==> src/hdl/astr_pkg.sv <==
// constants shared by the converter start trigger router
// assumes one peripheral clock for timers, link and converters
//
// Contract
// multifunction timer triggers go straight to converters
// pwm timer requests reach converters via link only
// software sets start enable one, async select zero
// channel 4/7 compare a/b matches raise a/b triggers
// converter accepts a or b; both trigger combined
// six 8-bit selectors, two link inputs per unit
// pwm codes 50h/51h plus 0ah per channel
// trigger spacing not below scan conversion time
// skipped link requests need their enable bit set
// routed triggers are one-cycle pulses, fixed latency
package astr_pkg;
	// --------------------------------------------------------------
	// register map, byte addresses
	// --------------------------------------------------------------
	localparam logic [11:0] ADDR_SEL0     = 12'h000; // selectors 0..5 at 0x00..0x14
	localparam logic [11:0] ADDR_CONV_CTL = 12'h018;
	localparam logic [11:0] ADDR_REQ_EN   = 12'h01c;
	localparam logic [11:0] ADDR_SKIP     = 12'h020;
	localparam logic [11:0] ADDR_SRC_SEL  = 12'h024;
	localparam logic [11:0] ADDR_STATUS   = 12'h028;
	localparam int          NUM_SEL       = 6;
	// --------------------------------------------------------------
	// field positions and reset values
	// --------------------------------------------------------------
	localparam int          CTL_START_BIT = 0;   // trigger_start_enable
	localparam int          CTL_ASYNC_BIT = 1;   // async_trigger_select
	localparam logic [7:0]  SEL_RESET     = 8'h00;
	localparam logic [1:0]  CTL_RESET     = 2'h0;
	localparam logic [19:0] REQ_EN_RESET  = 20'h00000;
	localparam logic        SKIP_RESET    = 1'b0;
	localparam logic [5:0]  SRC_SEL_RESET = 6'h00;
	// --------------------------------------------------------------
	// event codes of pwm timer requests
	// --------------------------------------------------------------
	localparam logic [7:0]  CODE_BASE_A   = 8'h50;
	localparam logic [7:0]  CODE_BASE_B   = 8'h51;
	localparam logic [7:0]  CODE_STEP     = 8'h0a;
	localparam int          NUM_PWM       = 10;
	// multifunction source select per unit: 0 a,1 b,2 a or b,3 both
	typedef enum logic [1:0]
	{
		ASTR_SRC_A    = 2'b00,
		ASTR_SRC_B    = 2'b01,
		ASTR_SRC_AORB = 2'b10,
		ASTR_SRC_BOTH = 2'b11
	} astr_src_t;
endpackage

==> src/hdl/astr_router.sv <==
// converter start trigger router: direct multifunction timer path and
// event link path for pwm timer requests, apb register slave
// assumes all trigger inputs are one-cycle pulses on clk_sys
//
// The address map and the APB slave port were left to the implementer.
`timescale 1ns/1ps
module astr_router
(
	input  wire logic        clk_sys,
	input  wire logic        rstn,
	input  wire logic        clk_en,
	input  wire logic        psel,
	input  wire logic        penable,
	input  wire logic        pwrite,
	input  wire logic [11:0] paddr,
	input  wire logic [31:0] pwdata,
	output logic      [31:0] prdata,
	output logic             pready,
	output logic             pslverr,
	input  wire logic        ch4_trigger_a,
	input  wire logic        ch4_trigger_b,
	input  wire logic        ch4_trigger_both,
	input  wire logic        ch7_trigger_a,
	input  wire logic        ch7_trigger_b,
	input  wire logic        ch7_trigger_both,
	input  wire logic [9:0]  pwm_req_a,
	input  wire logic [9:0]  pwm_req_b,
	output logic      [2:0]  unit_sync_trigger,
	output logic      [2:0]  unit_link_trigger0,
	output logic      [2:0]  unit_link_trigger1,
	output logic      [2:0]  unit_start
);
	// --------------------------------------------------------------
	// registers
	// --------------------------------------------------------------
	logic [7:0]  sel [astr_pkg::NUM_SEL];  // event_route_selector, event_code_field
	logic [1:0]  converter_control_reg;
	logic [19:0] conv_request_enable_reg;  // b in [19:10], a in [9:0]
	logic        extended_skip_link_reg;
	logic [5:0]  src_sel;                  // 2 bits per unit
	logic [5:0]  link_pulse;
	logic [2:0]  sync_pulse;

	wire         wr_acc  = psel & penable & pwrite & clk_en;
	wire         in_sel  = paddr < astr_pkg::ADDR_CONV_CTL && paddr[1:0] == 2'b00;
	wire [2:0]   sel_idx = paddr[4:2];
	wire         mapped  = in_sel || paddr == astr_pkg::ADDR_CONV_CTL
		|| paddr == astr_pkg::ADDR_REQ_EN || paddr == astr_pkg::ADDR_SKIP
		|| paddr == astr_pkg::ADDR_SRC_SEL || paddr == astr_pkg::ADDR_STATUS;
	wire         sync_mode = converter_control_reg[astr_pkg::CTL_START_BIT]
		& ~converter_control_reg[astr_pkg::CTL_ASYNC_BIT];

	assign pready  = 1'b1;
	assign pslverr = psel & penable & ~mapped;

	// register writes
	always_ff @(posedge clk_sys or negedge rstn)
	begin
		if (!rstn)
		begin
			for (int i = 0; i < astr_pkg::NUM_SEL; i++)
				sel[i] <= astr_pkg::SEL_RESET;
			converter_control_reg   <= astr_pkg::CTL_RESET;
			conv_request_enable_reg <= astr_pkg::REQ_EN_RESET;
			extended_skip_link_reg  <= astr_pkg::SKIP_RESET;
			src_sel                 <= astr_pkg::SRC_SEL_RESET;
		end
		else if (wr_acc && mapped)
		begin
			if (in_sel)
				sel[sel_idx] <= pwdata[7:0];
			if (paddr == astr_pkg::ADDR_CONV_CTL)
				converter_control_reg <= pwdata[1:0];
			if (paddr == astr_pkg::ADDR_REQ_EN)
				conv_request_enable_reg <= pwdata[19:0];
			if (paddr == astr_pkg::ADDR_SKIP)
				extended_skip_link_reg <= pwdata[0];
			if (paddr == astr_pkg::ADDR_SRC_SEL)
				src_sel <= pwdata[5:0];
		end
	end

	// read data, registered
	logic [31:0] rd_word;
	always_comb
	begin
		rd_word = 32'h00000000;
		if (in_sel)
			rd_word = {24'h0, sel[sel_idx]};
		else if (paddr == astr_pkg::ADDR_CONV_CTL)
			rd_word = {30'h0, converter_control_reg};
		else if (paddr == astr_pkg::ADDR_REQ_EN)
			rd_word = {12'h0, conv_request_enable_reg};
		else if (paddr == astr_pkg::ADDR_SKIP)
			rd_word = {31'h0, extended_skip_link_reg};
		else if (paddr == astr_pkg::ADDR_SRC_SEL)
			rd_word = {26'h0, src_sel};
		else if (paddr == astr_pkg::ADDR_STATUS)
			rd_word = {22'h0, sync_mode, sync_pulse, link_pulse};
	end

	always_ff @(posedge clk_sys or negedge rstn)
	begin
		if (!rstn)
			prdata <= 32'h00000000;
		else if (clk_en && psel && !penable)
			prdata <= rd_word;
	end

	// --------------------------------------------------------------
	// event link path: code decode per selector
	// --------------------------------------------------------------
	logic [5:0] link_hit;
	genvar g;
	generate
		for (g = 0; g < astr_pkg::NUM_SEL; g++)
		begin : g_sel
			logic hit;
			always_comb
			begin
				hit = 1'b0;
				for (int c = 0; c < astr_pkg::NUM_PWM; c++)
				begin

					if (sel[g] == 8'(astr_pkg::CODE_BASE_A + 8'(c) * astr_pkg::CODE_STEP))
						hit = pwm_req_a[c] & (~extended_skip_link_reg
							| conv_request_enable_reg[c]);
					if (sel[g] == 8'(astr_pkg::CODE_BASE_B + 8'(c) * astr_pkg::CODE_STEP))
						hit = pwm_req_b[c] & (~extended_skip_link_reg
							| conv_request_enable_reg[10 + c]);
				end
			end
			assign link_hit[g] = hit;
		end
	endgenerate

	// --------------------------------------------------------------
	// direct path: channel 4 to unit 0, channel 7 to unit 1 and 2
	// --------------------------------------------------------------
	logic [2:0] direct_hit;
	generate
		for (g = 0; g < 3; g++)
		begin : g_unit
			wire ta = (g == 0) ? ch4_trigger_a    : ch7_trigger_a;
			wire tb = (g == 0) ? ch4_trigger_b    : ch7_trigger_b;
			wire tc = (g == 0) ? ch4_trigger_both : ch7_trigger_both;
			wire [1:0] s = src_sel[2*g +: 2];
			assign direct_hit[g] = (s == astr_pkg::ASTR_SRC_A)    ? ta
				: (s == astr_pkg::ASTR_SRC_B)    ? tb
				: (s == astr_pkg::ASTR_SRC_AORB) ? (ta | tb)
				: tc;
		end
	endgenerate

	// one registered stage gives a fixed one-cycle latency
	always_ff @(posedge clk_sys or negedge rstn)
	begin
		if (!rstn)
		begin
			link_pulse <= 6'h00;
			sync_pulse <= 3'h0;
		end
		else if (clk_en)
		begin
			link_pulse <= link_hit & {6{sync_mode}};
			sync_pulse <= direct_hit & {3{sync_mode}};
		end
	end

	// selector order: 0..2 feed link input 0 of units 0..2, 3..5 input 1
	assign unit_sync_trigger  = sync_pulse;
	assign unit_link_trigger0 = link_pulse[2:0];
	assign unit_link_trigger1 = link_pulse[5:3];
	assign unit_start         = sync_pulse | link_pulse[2:0] | link_pulse[5:3];

	// --------------------------------------------------------------
	// elaboration checks
	// --------------------------------------------------------------
	// the last pwm code must still fit the 8-bit code field
	localparam int LAST_CODE = int'(astr_pkg::CODE_BASE_B)
		+ (astr_pkg::NUM_PWM - 1) * int'(astr_pkg::CODE_STEP);
	if (LAST_CODE > 255)
	begin : g_chk_codes
		$error("pwm event codes overflow the code field");
	end
	// request ports carry ten channels, the link has six inputs
	if (astr_pkg::NUM_PWM != 10 || astr_pkg::NUM_SEL != 6)
	begin : g_chk_counts
		$error("channel or selector count does not match the ports");
	end

	// --------------------------------------------------------------
	// assertions on the routed triggers
	// --------------------------------------------------------------
	AST_SYNC_GATE: assert property (@(posedge clk_sys) disable iff (!rstn)
		!$past(sync_mode) && $past(clk_en) |-> unit_start == 3'h0)
		else $error("trigger while not in sync mode");
	AST_DIRECT_LAT: assert property (@(posedge clk_sys) disable iff (!rstn)
		clk_en && sync_mode && ch4_trigger_a && src_sel[1:0] == 2'b00
		|=> unit_sync_trigger[0])
		else $error("channel 4 a trigger not forwarded");
	AST_DIRECT_B: assert property (@(posedge clk_sys) disable iff (!rstn)
		clk_en && sync_mode && ch4_trigger_b && src_sel[1:0] == 2'b01
		|=> unit_sync_trigger[0])
		else $error("channel 4 b trigger not forwarded");
	AST_EITHER: assert property (@(posedge clk_sys) disable iff (!rstn)
		clk_en && sync_mode && (ch7_trigger_a || ch7_trigger_b) && src_sel[5:4] == 2'b10
		|=> unit_sync_trigger[2])
		else $error("a or b trigger not forwarded");
	AST_BOTH: assert property (@(posedge clk_sys) disable iff (!rstn)
		clk_en && sync_mode && ch7_trigger_both && src_sel[3:2] == 2'b11
		|=> unit_sync_trigger[1])
		else $error("combined trigger not forwarded");
	AST_LINK_CODE: assert property (@(posedge clk_sys) disable iff (!rstn)
		clk_en && sync_mode && sel[0] == astr_pkg::CODE_BASE_B && pwm_req_b[0]
		&& !extended_skip_link_reg |=> unit_link_trigger0[0])
		else $error("code 51h did not route request b");
	AST_LINK_FIRST: assert property (@(posedge clk_sys) disable iff (!rstn)
		clk_en && sync_mode && sel[3] == astr_pkg::CODE_BASE_A && pwm_req_a[0]
		&& !extended_skip_link_reg |=> unit_link_trigger1[0])
		else $error("code 50h did not route request a");
	AST_LINK_LAST: assert property (@(posedge clk_sys) disable iff (!rstn)
		clk_en && sync_mode && sel[5] == 8'hab && pwm_req_b[9]
		&& !extended_skip_link_reg |=> unit_link_trigger1[2])
		else $error("code abh did not route channel 9 b");
	AST_SKIP_EN: assert property (@(posedge clk_sys) disable iff (!rstn)
		$past(clk_en) && $past(extended_skip_link_reg)
		&& $past(conv_request_enable_reg) == 20'h00000 |-> link_pulse == 6'h00)
		else $error("disabled request reached link");
	AST_NO_PWM_DIRECT: assert property (@(posedge clk_sys) disable iff (!rstn)
		$past(clk_en) && $past(direct_hit) == 3'h0 |-> unit_sync_trigger == 3'h0)
		else $error("sync trigger without timer source");
	AST_PULSE: assert property (@(posedge clk_sys) disable iff (!rstn)
		clk_en && unit_start[0] && !direct_hit[0] && link_hit[0] == 1'b0
		&& link_hit[3] == 1'b0 |=> !unit_start[0])
		else $error("start pulse longer than one cycle");
endmodule

==> config.mk <==
export PLATFORM = sky130hd
export DESIGN_NAME = astr_router
export DESIGN_NICKNAME = d
export VERILOG_FILES = /design/src/hdl/astr_pkg.sv /design/src/hdl/astr_router.sv
export SDC_FILE = /design/constraint.sdc
export NUM_CORES = 1
export LEC_CHECK = 0
export ABC_AREA = 1
export ABC_CLOCK_PERIOD_IN_PS = 2600
export BUFFER_PORTS_ARGS = -buffer_cell sky130_fd_sc_hd__buf_2
export CAP_MARGIN = 20
export CORE_MARGIN = 2
export CORE_UTILIZATION = 47
export DETAILED_ROUTE_END_ITERATION = 6
export GPL_TIMING_DRIVEN = 0
export PLACE_DENSITY = 0.68
export SLEW_MARGIN = 25
export SYNTH_ARGS = -nofsm -noshare
export SYNTH_HDL_FRONTEND = slang
export SYNTH_SLANG_ARGS = --single-unit
==> constraint.sdc <==
create_clock -name clk_sys -period 2.6 [get_ports clk_sys]
set_input_delay 0.13 -clock clk_sys [delete_from_list [all_inputs] [get_ports clk_sys]]
set_output_delay 0.13 -clock clk_sys [all_outputs]
set_load 0.005 [all_outputs]
## After elaboration in Yosys (flattened, before gate mapping)

Cells that the tools add are included.

| storage, ports and cells | value |
|---|---|
| register bits | 118 |
| bits of input ports | 76 |
| output and inout port bits | 46 |

| cells by class | value |
|---|---|
| $lt $le $gt $ge | 3 |
| equality and inequality tests | 131 |
| multiplexer cells | 141 |
| bitwise gates (word level) | 55 |
| reduce and logical (&&, ||, !) cells | 20 |

Operators with widths:

| operator | number |
|---|---|
| == test 8 x 7 -> 1 bit, second input constant | 60 |
| == test 8 bit, second input constant | 60 |
| two-way mux 1 bit | 129 |
| two-way mux 20 bit | 3 |
| bitwise mux 48 bit | 1 |
| == test 12 x 6 -> 1 bit, second input constant | 3 |
| two-way mux 10 bit | 3 |
| AND 1 bit | 25 |
| binary-select mux 8 bit (select 3 bit) | 1 |
| demux 8 bit (select 3 bit) | 1 |
| == test 12 x 5 -> 1 bit, second input constant | 2 |
| two-way mux 8 bit | 3 |
| OR 1 bit | 22 |
| less-than comparator 12 x 5 -> 1 bit, second input constant | 1 |
| AND reduction 2 bit | 5 |
| logical NOT 2 bit | 4 |
| AND 6 bit | 1 |
| == test 2 x 1 -> 1 bit, second input constant | 3 |
| == test 2 bit, second input constant | 3 |
| OR 3 bit | 2 |
| logical AND 1 bit | 5 |
| logical OR 1 bit | 5 |
| >= comparator 4 bit, second input constant | 1 |
| less-than comparator 4 x 1 -> 1 bit, second input constant | 1 |
| other kinds (4) | 6 |

## Logic depth before layout (Yosys ltp)

Gate-level depths: netlist of run 1.

| logic depth | value |
|---|---|
| depth in word-level cells | 24 |
| gate-level depth with buffers | 25 |
| depth with buffers taken out | 25 |

## Worst setup path after synthesis of run 1

OpenSTA, ideal clock, no wires.

| path | value |
|---|---|
| path type | register to register |
| from | register extended_skip_link_reg |
| to | register link_pulse[0] |
| library setup time | 65 ps |
| data arrival time | 1808 ps |
| slack | 727 ps |
| cell stages (with the launch flop) | 24 |
| period minus slack after synthesis | 1873 ps |
| cell sequence | dfrtp_1 -> a21boi_0 -> inv_1 -> nand2_1 -> nand2_1 -> nand2_1 -> nand2_1 -> nand3_1 -> nand2_1 -> nand2_1 -> nand2_1 -> nand2_1 -> nand2_1 -> nand2_1 -> nand2_1 -> nand2_1 -> nand2_1 -> nand2_1 -> nand2_1 -> nand2_1 -> nand2_1 -> nand2_1 -> nand2_1 -> nand2_1 |

| on the way | value |
|---|---|
| longest elaborated chain between the ends | 24 |
| elaborated cells on any way between the ends | 62 |
| classes of those cells | 20 x mux; 42 x bitwise |

Ends and longest elaborated chain:

| item | RTL line | text |
|---|---|---|
| start, declared | astr_router.sv:39 | `logic extended_skip_link_reg;` |
| start signal, assigned | astr_router.sv:65 | `extended_skip_link_reg <= astr_pkg::SKIP_RESET;` |
| start signal, assigned | astr_router.sv:77 | `extended_skip_link_reg <= pwdata[0];` |
| inverter 1 bit * | astr_router.sv:126, astr_router.sv:129 |  |
| OR 1 bit | astr_router.sv:127 | `\| conv_request_enable_reg[c]);` |
| AND 1 bit | astr_router.sv:126 | `hit = pwm_req_a[c] & (~extended_skip_link_reg` |
| two-way mux 1 bit | astr_router.sv:125 | `if (sel[g] == 8'(astr_pkg::CODE_BASE_A + 8'(c) * astr_pkg::CODE_STEP))` |
| two-way mux 1 bit | astr_router.sv:128 | `if (sel[g] == 8'(astr_pkg::CODE_BASE_B + 8'(c) * astr_pkg::CODE_STEP))` |
| two-way mux 1 bit | astr_router.sv:125 |  |
| two-way mux 1 bit | astr_router.sv:128 |  |
| two-way mux 1 bit | astr_router.sv:125 |  |
| [8 not listed] | - |  |
| two-way mux 1 bit | astr_router.sv:128 |  |
| two-way mux 1 bit | astr_router.sv:125 |  |
| two-way mux 1 bit | astr_router.sv:128 |  |
| two-way mux 1 bit | astr_router.sv:125 |  |
| two-way mux 1 bit | astr_router.sv:128 |  |
| two-way mux 1 bit | astr_router.sv:125 |  |
| two-way mux 1 bit * | astr_router.sv:128 |  |
| AND 6 bit * | astr_router.sv:165 | `link_pulse <= link_hit & {6{sync_mode}};` |
| end signal, assigned | astr_router.sv:165 |  |
| end, declared | astr_router.sv:41 | `logic [5:0] link_pulse;` |

Mark *: on every way between the ends. The rest lies on a longest branch, timed or not.
A chain may end at the register's enable or synchronous reset.

## Final worst setup path of run 1

Ends and elaborated chain as after synthesis.

==> flow_summary.toml, run 1 <==
[worst_setup_path]
start_kind = "flop"
endpoint_kind = "flop"
reg2reg_to = "link_pulse[0]"
slowest_stage = "o21ai_0"
worstSetupPathType = "flop to flop"
worst-path-max-fanout = 10
rr_startpoint = "extended_skip_link_reg"
crit_arrival_ps = 2720
slowest_delay_ps = 570
startpoint = "extended_skip_link_reg"
path_cells = "inv_2, clkbuf_2, o21ai_0, inv_1, nand3_1, nand2_1, inv_1, nand2_1, nand2_1, nand2_1, nand2_1, nand2_1"
crit_required_ps = 2840
r2r_slack_ps = 130
crit_path_frequent_cell = "nand2_1"
reg2reg_depth = 12

[outcome]
status = "completed"

[clock_tree]
clock_sinks = 106
cts_root_buf = "clkbuf_16"
path_clk_slew_ps = 90
cts_buffer_depth = 2
post_cts_buffers = 0
numCtsBuffers = 9
cts_tree = "yes"
cts_htree_levels = 3
clk_latency_ps = 360

[timing]
post-route-period-util_pct = 95.10
drv_slew = 0
skew_ps = 13.94
fin_ws_ps = 127.5
maxSlewHeadroom_pct = 24.87
period_needed_ps = 2473
hold_slack_ps = 13.29
rsz0062_at_grt = "true"
finalHoldViolCount = 0
finalSetupViolCount = 0
worst_pin_slew_ps = 1123
fmax_mhz = 404.4

[cells_and_area]
multiInputGateArea_mm2 = 0.003891
fillers = 1619
fin_nets = 1321
regArea_mm2 = 0.002654
layout-drive-gt1-share_pct = 14.64
post-route-util_pct = 56.22
area_growth_pct = 16.15
antenna_cells = 0
largest_register_ffs = 48

[floorplanning]
dieHeight_um = 129.6
core_mm2 = 0.01531
die_x_um = 129.6
num_rows = 45
initial_core_util_pct = 48.40
pin_count = 122
die_area_mm2 = 0.01679

[global_routing]
antenna_found_initial = 0
grt.total_usage_pct = 32.84
overflow = 0
grt_max_degree = 59
grt_pass1_vias = 7200
grt_pass1_wl_um = 41160

[power]
switching_share_pct = 26.76
power.density_mw_per_mm2 = 397.4
p_total_w = 0.003421
combPwrFrac_pct = 8.6
seq_power_share_pct = 48.2
switchingPower_w = 0.0009154
leakage_nw = 4.132
power_frac_clock_pct = 43.3
peakVddDrop_uv = 378.2
internal-power_w = 0.002506

[synth]
yosysWarnings = 0
synth_edf_count = 0
ys.flop_type = "dfrtp_1"
avgSynthCellArea_um2 = 6.594
synth_cell_types = 49
yosysSeqAreaShare_pct = 35.79
synth-async-reset-ratio_pct = 100.0
syn-instance-count = 1124
syn_area_mm2 = 0.007412
synth_seq_cells = 106

[placed_design]
port_buffers = 96
gp_congestion = 0.9837
dp_slack_ps = -334.2
dp.final_hpwl_um = 20590

[drt]
routed_wl_um = 26960
drtPass1Iterations = 6
drt_iter0_drc = 1020
route.detailed.drc = 0
vias = 8147
ant_nets = 0
viasPerCell = 5.576
wl_per_cell_um = 18.45

[hold_path]
hp-class = "primary input to flop"
worstHoldPathCells = 3
worstHoldStart = "pwdata[17]"
holdPathEnd = "conv_request_enable_reg[17]"

[job]
drv_cap = 0
-- per-stage QoR --
step           instance area [um^2]  TNS, ps  cells
5_1_grt                        8610   -81.14   1461
6_report                       8610        0   1461
3_3_place_gp                   8198    -1289   1442
3_5_place_dp                   8232   -713.1   1443
4_1_cts                        8581        0   1461
2_1_floorplan                  7453        0   1135
-- routing by layer --
layer,GRT usage [%],routed length (um),vias to the layer above
met2,48.57,11690,414
met4,13.09,925,0
met3,6.482,2581,51
li1,-,-,3929
met5,0,0,-
met1,47.32,11760,3753
-- synthesized netlist by cell type, drive strengths merged, types with 3 or more instances --
library cell | instances | area, um^2
a41oi | 5 | 43.79
a21oi | 48 | 240.2
or2 | 4 | 27.53
inv | 192 | 720.7
a21boi | 3 | 22.52
dfrtp | 106 | 2653
o21ai | 133 | 699.4
o22ai | 9 | 56.30
nand2 | 290 | 1104
buf | 22 | 173.9
nor3 | 38 | 222.7
clkbuf | 12 | 45.04
nor2 | 101 | 389.1
nand3 | 72 | 385.4
nand4 | 43 | 269.0
o221ai | 5 | 43.79
a22oi | 3 | 22.52
o2111ai | 7 | 61.31
nor4 | 5 | 31.28
o211ai | 5 | 37.54
-- cell type report --
cell class              instances  share of cell area (%)
well taps                     211                   3.066
plain buffers                  34                   2.558
inverters                     193                   8.414
clock inverters                 7                   1.119
repair buffers                 99                   6.205
clock buffers                   9                   2.616
multi-input cells             802                   45.20
flip-flops and latches        106                   30.82
-- cell usage in the layout (no fill, tap or decap), types with 13 or more instances in the layout --
cell	count
buf_4	13
o21ai_1	41
inv_1	189
a21oi_1	47
dfrtp_1	105
nor2_1	97
o21ai_2	15
nor3_1	34
nand4_1	43
conb_1	13
nand3_1	67
o21ai_0	77
nand2_1	284
buf_2	99
-- repair_timing --
item,CTS,global route
resized for setup,8,13
hold buffers,2,0
setup endpoints to repair,6,6
hold endpoints to repair,49,0
gates cloned,0,0
-- kinds of logic (layout without fill, tap and decap cells) --
| family | count (synthesis) | after routing | share of synthesized area, % |
|---|---|---|---|
| simple gates | 557 | 557 | 33.15 |
| flops | 106 | 106 | 35.79 |
| other cells | 2 | 13 | 0.1013 |
| mux | 1 | 1 | 0.2025 |
| buf+inv | 227 | 342 | 12.73 |
| compound gates | 231 | 231 | 18.03 |
-- power by group through the flow --
stage               registers [W]  clock network (W)  logic (W)
finish                    0.00165            0.00148   0.000293
global route              0.00165            0.00156   0.000317
CTS                       0.00165            0.00148   0.000287
detailed placement        0.00168                  0   0.000282
global placement          0.00168                  0   0.000276
floorplan                 0.00168                  0   0.000114
-- how the worst max path moves through the flow --
stage / end / slack (ps) / cells after the start
2_1_floorplan: link_pulse[0] / 730 / 23
3_3_place_gp: link_pulse[0] / -330 / 21
3_5_place_dp: link_pulse[0] / -330 / 21
4_1_cts: link_pulse[2] / 1 / 21
5_1_grt: link_pulse[0] / -80 / 25
6_report: link_pulse[0] / 130 / 12
-- worst max-delay path: cells and delay by family (launching register included) --
family          cells  cell delay, ps
compound gates      1             570
flops               1             480
simple gates        7             540
buf+inv             4             760
Note: power is estimated with default switching activity, not from simulation.
==> inputs of run 2 (changes only) <==
--- a/config.mk
+++ b/config.mk
@@ -7,7 +7,7 @@
 export LEC_CHECK = 0
 export ABC_AREA = 1
 export ABC_CLOCK_PERIOD_IN_PS = 2600
-export BUFFER_PORTS_ARGS = -buffer_cell sky130_fd_sc_hd__buf_2
+export BUFFER_PORTS_ARGS = -buffer_cell sky130_fd_sc_hd__buf_4
 export CAP_MARGIN = 20
 export CORE_MARGIN = 2
 export CORE_UTILIZATION = 47
==> run 2 against run 1 <==
  * Flip-flop and latch count unchanged
  * Routed wire length decreased by 0.40%
  * Count of clock-buffer cells in the layout is the same
  * Critical path depth unchanged
  * Maximum frequency is 2.2% lower
  * Non-clock buffer count stayed put
  * Sequential power about the same
  * Global-route usage fell by 0.44 points
  * Combinational power increased by 7.2%
  * First-iteration DRC count up 0.29%
  * Critical path type unchanged
  * Largest power group unchanged
  * Highest routed layer unchanged
==> flow_summary.toml, run 2 (synthesized netlist as in run 1, its figures left out) <==
[timing]
finalSetupViolCount = 0
skew_ps = 11.18
rsz0062_at_grt = "true"
post-route-period-util_pct = 97.19
period_needed_ps = 2527
worst_pin_slew_ps = 1010
finalHoldViolCount = 0
hold_slack_ps = 8.919
maxSlewHeadroom_pct = 32.44
drv_slew = 0
fmax_mhz = 395.7

[global_routing]
overflow = 0
antenna_found_initial = 0
grt_pass1_wl_um = 40780
grt.total_usage_pct = 32.40
grt_pass1_vias = 7210
grt_max_degree = 107

[placed_design]
dp.final_hpwl_um = 20650
gp_congestion = 1.081
port_buffers = 96

[clock_tree]
numCtsBuffers = 9
post_cts_buffers = 0
clock_sinks = 106
cts_buffer_depth = 2
path_clk_slew_ps = 80
cts_tree = "yes"
clk_latency_ps = 370
cts_htree_levels = 3
cts_root_buf = "clkbuf_16"

[drt]
wl_per_cell_um = 18.38
viasPerCell = 5.666
routed_wl_um = 26850
ant_nets = 0
vias = 8278
drt_iter0_drc = 1023
drtPass1Iterations = 6
route.detailed.drc = 0

[cells_and_area]
layout_commonest_cell = "nand2_1"
fin_nets = 1321
largest_register_ffs = 48
antenna_cells = 0
multiInputGateArea_mm2 = 0.003911
regArea_mm2 = 0.002654
layout-drive-gt1-share_pct = 14.72
fillers = 1590
area_growth_pct = 19.09
most-common-layout-cells = "nand2_1 (284), inv_1 (189), buf_4 (108), dfrtp_1 (105), nor2_1 (97)"

[worst_setup_path]
crit_required_ps = 2860
endpoint_kind = "flop"
slowest_stage = "o21ai_2"
critPathBufInv = 3
start_kind = "flop"
worstSetupPathType = "flop to flop"
crit_arrival_ps = 2780
slowest_delay_ps = 500
path_delay_family = "compound AO/OA/AOI/OAI gates"
worst-path-max-fanout = 10
path_cells = "inv_2, clkbuf_1, o21ai_2, o21ai_0, inv_1, nand4_1, a21oi_1, nand4_1, nand2_1, nand4_1, nand2_1, nand2_1"

[hold_path]
hp-class = "primary input to flop"

[power]
p_total_w = 0.003366
peakVddDrop_uv = 288.8
power.density_mw_per_mm2 = 381.3
leakage_nw = 4.165

[floorplanning]
initial_core_util_pct = 48.40
die_area_mm2 = 0.01679
num_rows = 45
pin_count = 122
die_x_um = 129.6
dieHeight_um = 129.6
core_mm2 = 0.01531

[job]
drv_cap = 0

[outcome]
status = "completed"
[run 2: stage by stage]
step	instances	setup TNS [ps]	instance area [um^2]	utilization, %	worst slack (ps)
detailed placement	1442	-698.8	8442	55.12	-224.3
global placement	1442	-892.9	8438	55.10	-268.8
CTS	1461	0	8773	57.29	53.49
global route	1461	-20.73	8827	57.64	-13.38
finish	1461	0	8827	57.64	72.98
floorplan	1135	0	7453	-	727.0
[run 2: tightest hold or removal path, stage by stage]
cell	delay [ps]
buf_4	80
nor2_1	30
a21oi_1	100
[run 2: worst paths after layout]
kind	startpoint	to	slack (ps)	cells past startpoint
max	extended_skip_link_reg	link_pulse[4]	70	12
min	pwdata[12]	conv_request_enable_reg[12]	9	3
max reg2reg	extended_skip_link_reg	link_pulse[4]	70	12
min reg2reg	prdata[14]	prdata[14]	490	2
max in group asynchronous	rstn	extended_skip_link_reg	1530	2
min in group asynchronous	rstn	sel[30]	420	2
[run 2: cell type report]
cell class | count | area share, %
repair buffers | 99 | 8.575
clock inverters | 7 | 0.8221
flip-flops and latches | 106 | 30.06
multi-input cells | 802 | 44.31
well taps | 211 | 2.991
plain buffers | 34 | 2.481
inverters | 193 | 8.207
clock buffers | 9 | 2.551
[run 2: where the power goes]
group	total, W	internal, W	switching, W
Combinational	0.000314	0.000108	0.000206
Clock	0.00141	0.000679	0.000726
Sequential	0.00165	0.00165	0.000000206
[run 2: what timing repair did]
action / CTS / global route
resized for setup: 8 / 15
hold endpoints to repair: 108 / 0
hold buffers: 3 / 0
gates cloned: 0 / 0
endpoints found under the setup margin: 6 / 15
pin swaps: 0 / 0
[run 2: routing by layer]
layer | share of wire (%) | up-vias | global-route usage, %
li1 | - | 3922 | -
met1 | 43 | 3829 | 46.69
met2 | 43 | 436 | 47.77
met3 | 9.9 | 91 | 6.276
met4 | 4.4 | 0 | 13.28
met5 | 0 | - | 0
==> inputs of run 3 (changes only) <==
--- a/config.mk
+++ b/config.mk
@@ -9,11 +9,13 @@
 export ABC_CLOCK_PERIOD_IN_PS = 2600
 export BUFFER_PORTS_ARGS = -buffer_cell sky130_fd_sc_hd__buf_4
 export CAP_MARGIN = 20
+export CELL_PAD_IN_SITES_DETAIL_PLACEMENT = 1
+export CELL_PAD_IN_SITES_GLOBAL_PLACEMENT = 2
 export CORE_MARGIN = 2
-export CORE_UTILIZATION = 47
+export CORE_UTILIZATION = 31
 export DETAILED_ROUTE_END_ITERATION = 6
 export GPL_TIMING_DRIVEN = 0
-export PLACE_DENSITY = 0.68
+export PLACE_DENSITY = 0.81
 export SLEW_MARGIN = 25
 export SYNTH_ARGS = -nofsm -noshare
 export SYNTH_HDL_FRONTEND = slang
==> run 3 against run 2 <==
  * Register-to-register slack better by 110 ps
  * Flip-flop and latch count did not move
  * Hold slack worse by 8.3 ps
  * Clock skew up 5.7 ps
  * Combinational power is 19% higher
  * Sequential share of layout area is 1.4 points lower
  * Count of clock-buffer cells in the layout stayed put
  * Critical path type unchanged
  * Highest routed layer is now met5
==> flow_summary.toml, run 3 (synthesized netlist as in run 1, its figures left out) <==
[worst_setup_path]
startpoint = "extended_skip_link_reg"
endpoint_kind = "flop"
crit_arrival_ps = 2670
start_kind = "flop"
path_cells = "inv_4, buf_2, o21ai_2, inv_1, nand4_1, o21ai_0, inv_1, nand2_1, nand2_1, nand3_1, nand2_1, nand2_1"
endpoint = "link_pulse[2]"
crit_path_frequent_cell = "nand2_1"
slowest_stage = "dfrtp_2"
crit_required_ps = 2850
reg2reg_depth = 12
worstSetupPathType = "flop to flop"
reg2reg_to = "link_pulse[2]"
rr_startpoint = "extended_skip_link_reg"
r2r_slack_ps = 190
slowest_delay_ps = 480
worst-path-max-fanout = 10

[timing]
fin_ws_ps = 185.5
setup_tns_ps = 0
finalHoldViolCount = 0
drv_slew = 0
worst_pin_slew_ps = 847.5
finalSetupViolCount = 0
post-route-period-util_pct = 92.86
fmax_mhz = 414.2
maxSlewHeadroom_pct = 43.12
period_needed_ps = 2414
skew_ps = 16.91

[cells_and_area]
fillers = 3058
finalInstanceArea_mm2 = 0.009280
most-common-layout-cells = "nand2_1 (282), inv_1 (186), buf_4 (123), dfrtp_1 (102), nor2_1 (88)"
layout-drive-gt1-share_pct = 17.60
area_growth_pct = 25.20
largest_register_ffs = 48
fin_nets = 1338
post-route-util_pct = 39.54
layout_commonest_cell = "nand2_1"
antenna_cells = 0

[floorplanning]
initial_core_util_pct = 31.58
die_area_mm2 = 0.02516
pin_count = 122
dieHeight_um = 158.6
core_mm2 = 0.02347
num_rows = 56
die_x_um = 158.6

[drt]
vias = 8205
drt_iter0_drc = 626
drtPass1Iterations = 7
wl_per_cell_um = 20.68
viasPerCell = 5.173
ant_nets = 0
route.detailed.drc = 0
routed_wl_um = 32800

[global_routing]
overflow = 0
antenna_found_initial = 1
grt.total_usage_pct = 26.61
grt_pass1_wl_um = 48880
grt_max_degree = 65
grt_pass1_vias = 8121

[power]
leakage_nw = 4.296
p_total_w = 0.003509
peakVddDrop_uv = 328.5
power.density_mw_per_mm2 = 378.1

[clock_tree]
cts_htree_levels = 3
cts_buffer_depth = 2
numCtsBuffers = 9
clk_latency_ps = 380
cts_tree = "yes"
path_clk_slew_ps = 90
cts_root_buf = "clkbuf_16"
clock_sinks = 106

[hold_path]
hp-class = "primary input to flop"

[outcome]
status = "completed"

[placed_design]
place_area_mm2 = 0.008633
dp_slack_ps = -643.4
dp.final_hpwl_um = 25480
gp_congestion = 0.8734
port_buffers = 96

[job]
drv_cap = 0
==> run 3: worst min path at each step <==
stage,startpoint,endpoint,cells after the start
3_5_place_dp,rstn,sel[35],1
5_1_grt,pwdata[8],conv_request_enable_reg[8],3
4_1_cts,pwdata[8],conv_request_enable_reg[8],3
6_report,pwdata[8],conv_request_enable_reg[8],3
3_3_place_gp,pwdata[11],conv_request_enable_reg[11],2
2_1_floorplan,rstn,conv_request_enable_reg[0],0
==> run 3: where the power goes <==
part           switching (W)  total (W)  internal (W)
Sequential       0.000000201    0.00165       0.00165
Combinational       0.000241   0.000373      0.000132
Clock               0.000789    0.00149      0.000699
==> run 3: layout make-up <==
type / instances / area (um^2) / share of cell area, %
Buffer: 33 / 216.5 / 2.332
Inverter: 193 / 729.5 / 7.860
Sequential cell: 106 / 2658 / 28.64
Clock inverter: 7 / 91.34 / 0.9842
Clock buffer: 9 / 225.2 / 2.427
Tap cell: 319 / 399.1 / 4.301
Multi-Input combinational cell: 802 / 4036 / 43.49
Timing Repair Buffer: 117 / 924.6 / 9.964
==> run 3: timing repair <==
action	in CTS	in global routing
pin swaps	0	4
buffers inserted	0	13
gates resized for setup	25	34
hold endpoints to repair	47	0
endpoints found under the setup margin	6	6
hold buffers	4	0
==> run 3: layer usage <==
metal	part of all wire, %	vias to the layer above	global-route usage (%)
li1	-	3956	-
met1	48	3985	37.87
met2	46	205	42.01
met3	3.4	57	2.967
met4	3.3	2	8.923
met5	0.040	-	0
==> run 3: per-stage QoR <==
stage | cells | hold slack (ps)
2_1_floorplan | 1135 | -165.6
3_3_place_gp | 1550 | 362.5
3_5_place_dp | 1554 | 92.62
4_1_cts | 1574 | 1.156
5_1_grt | 1586 | 13.85
6_report | 1586 | 0.5701
==> run 3: critical path, delay by kind of cell (launching register included) <==
kind                   cells  cell delay, ps
AOI/OAI and AO/OA          2             510
buffers and inverters      4             720
and+or+nand+nor            6             580
DFF                        1             480
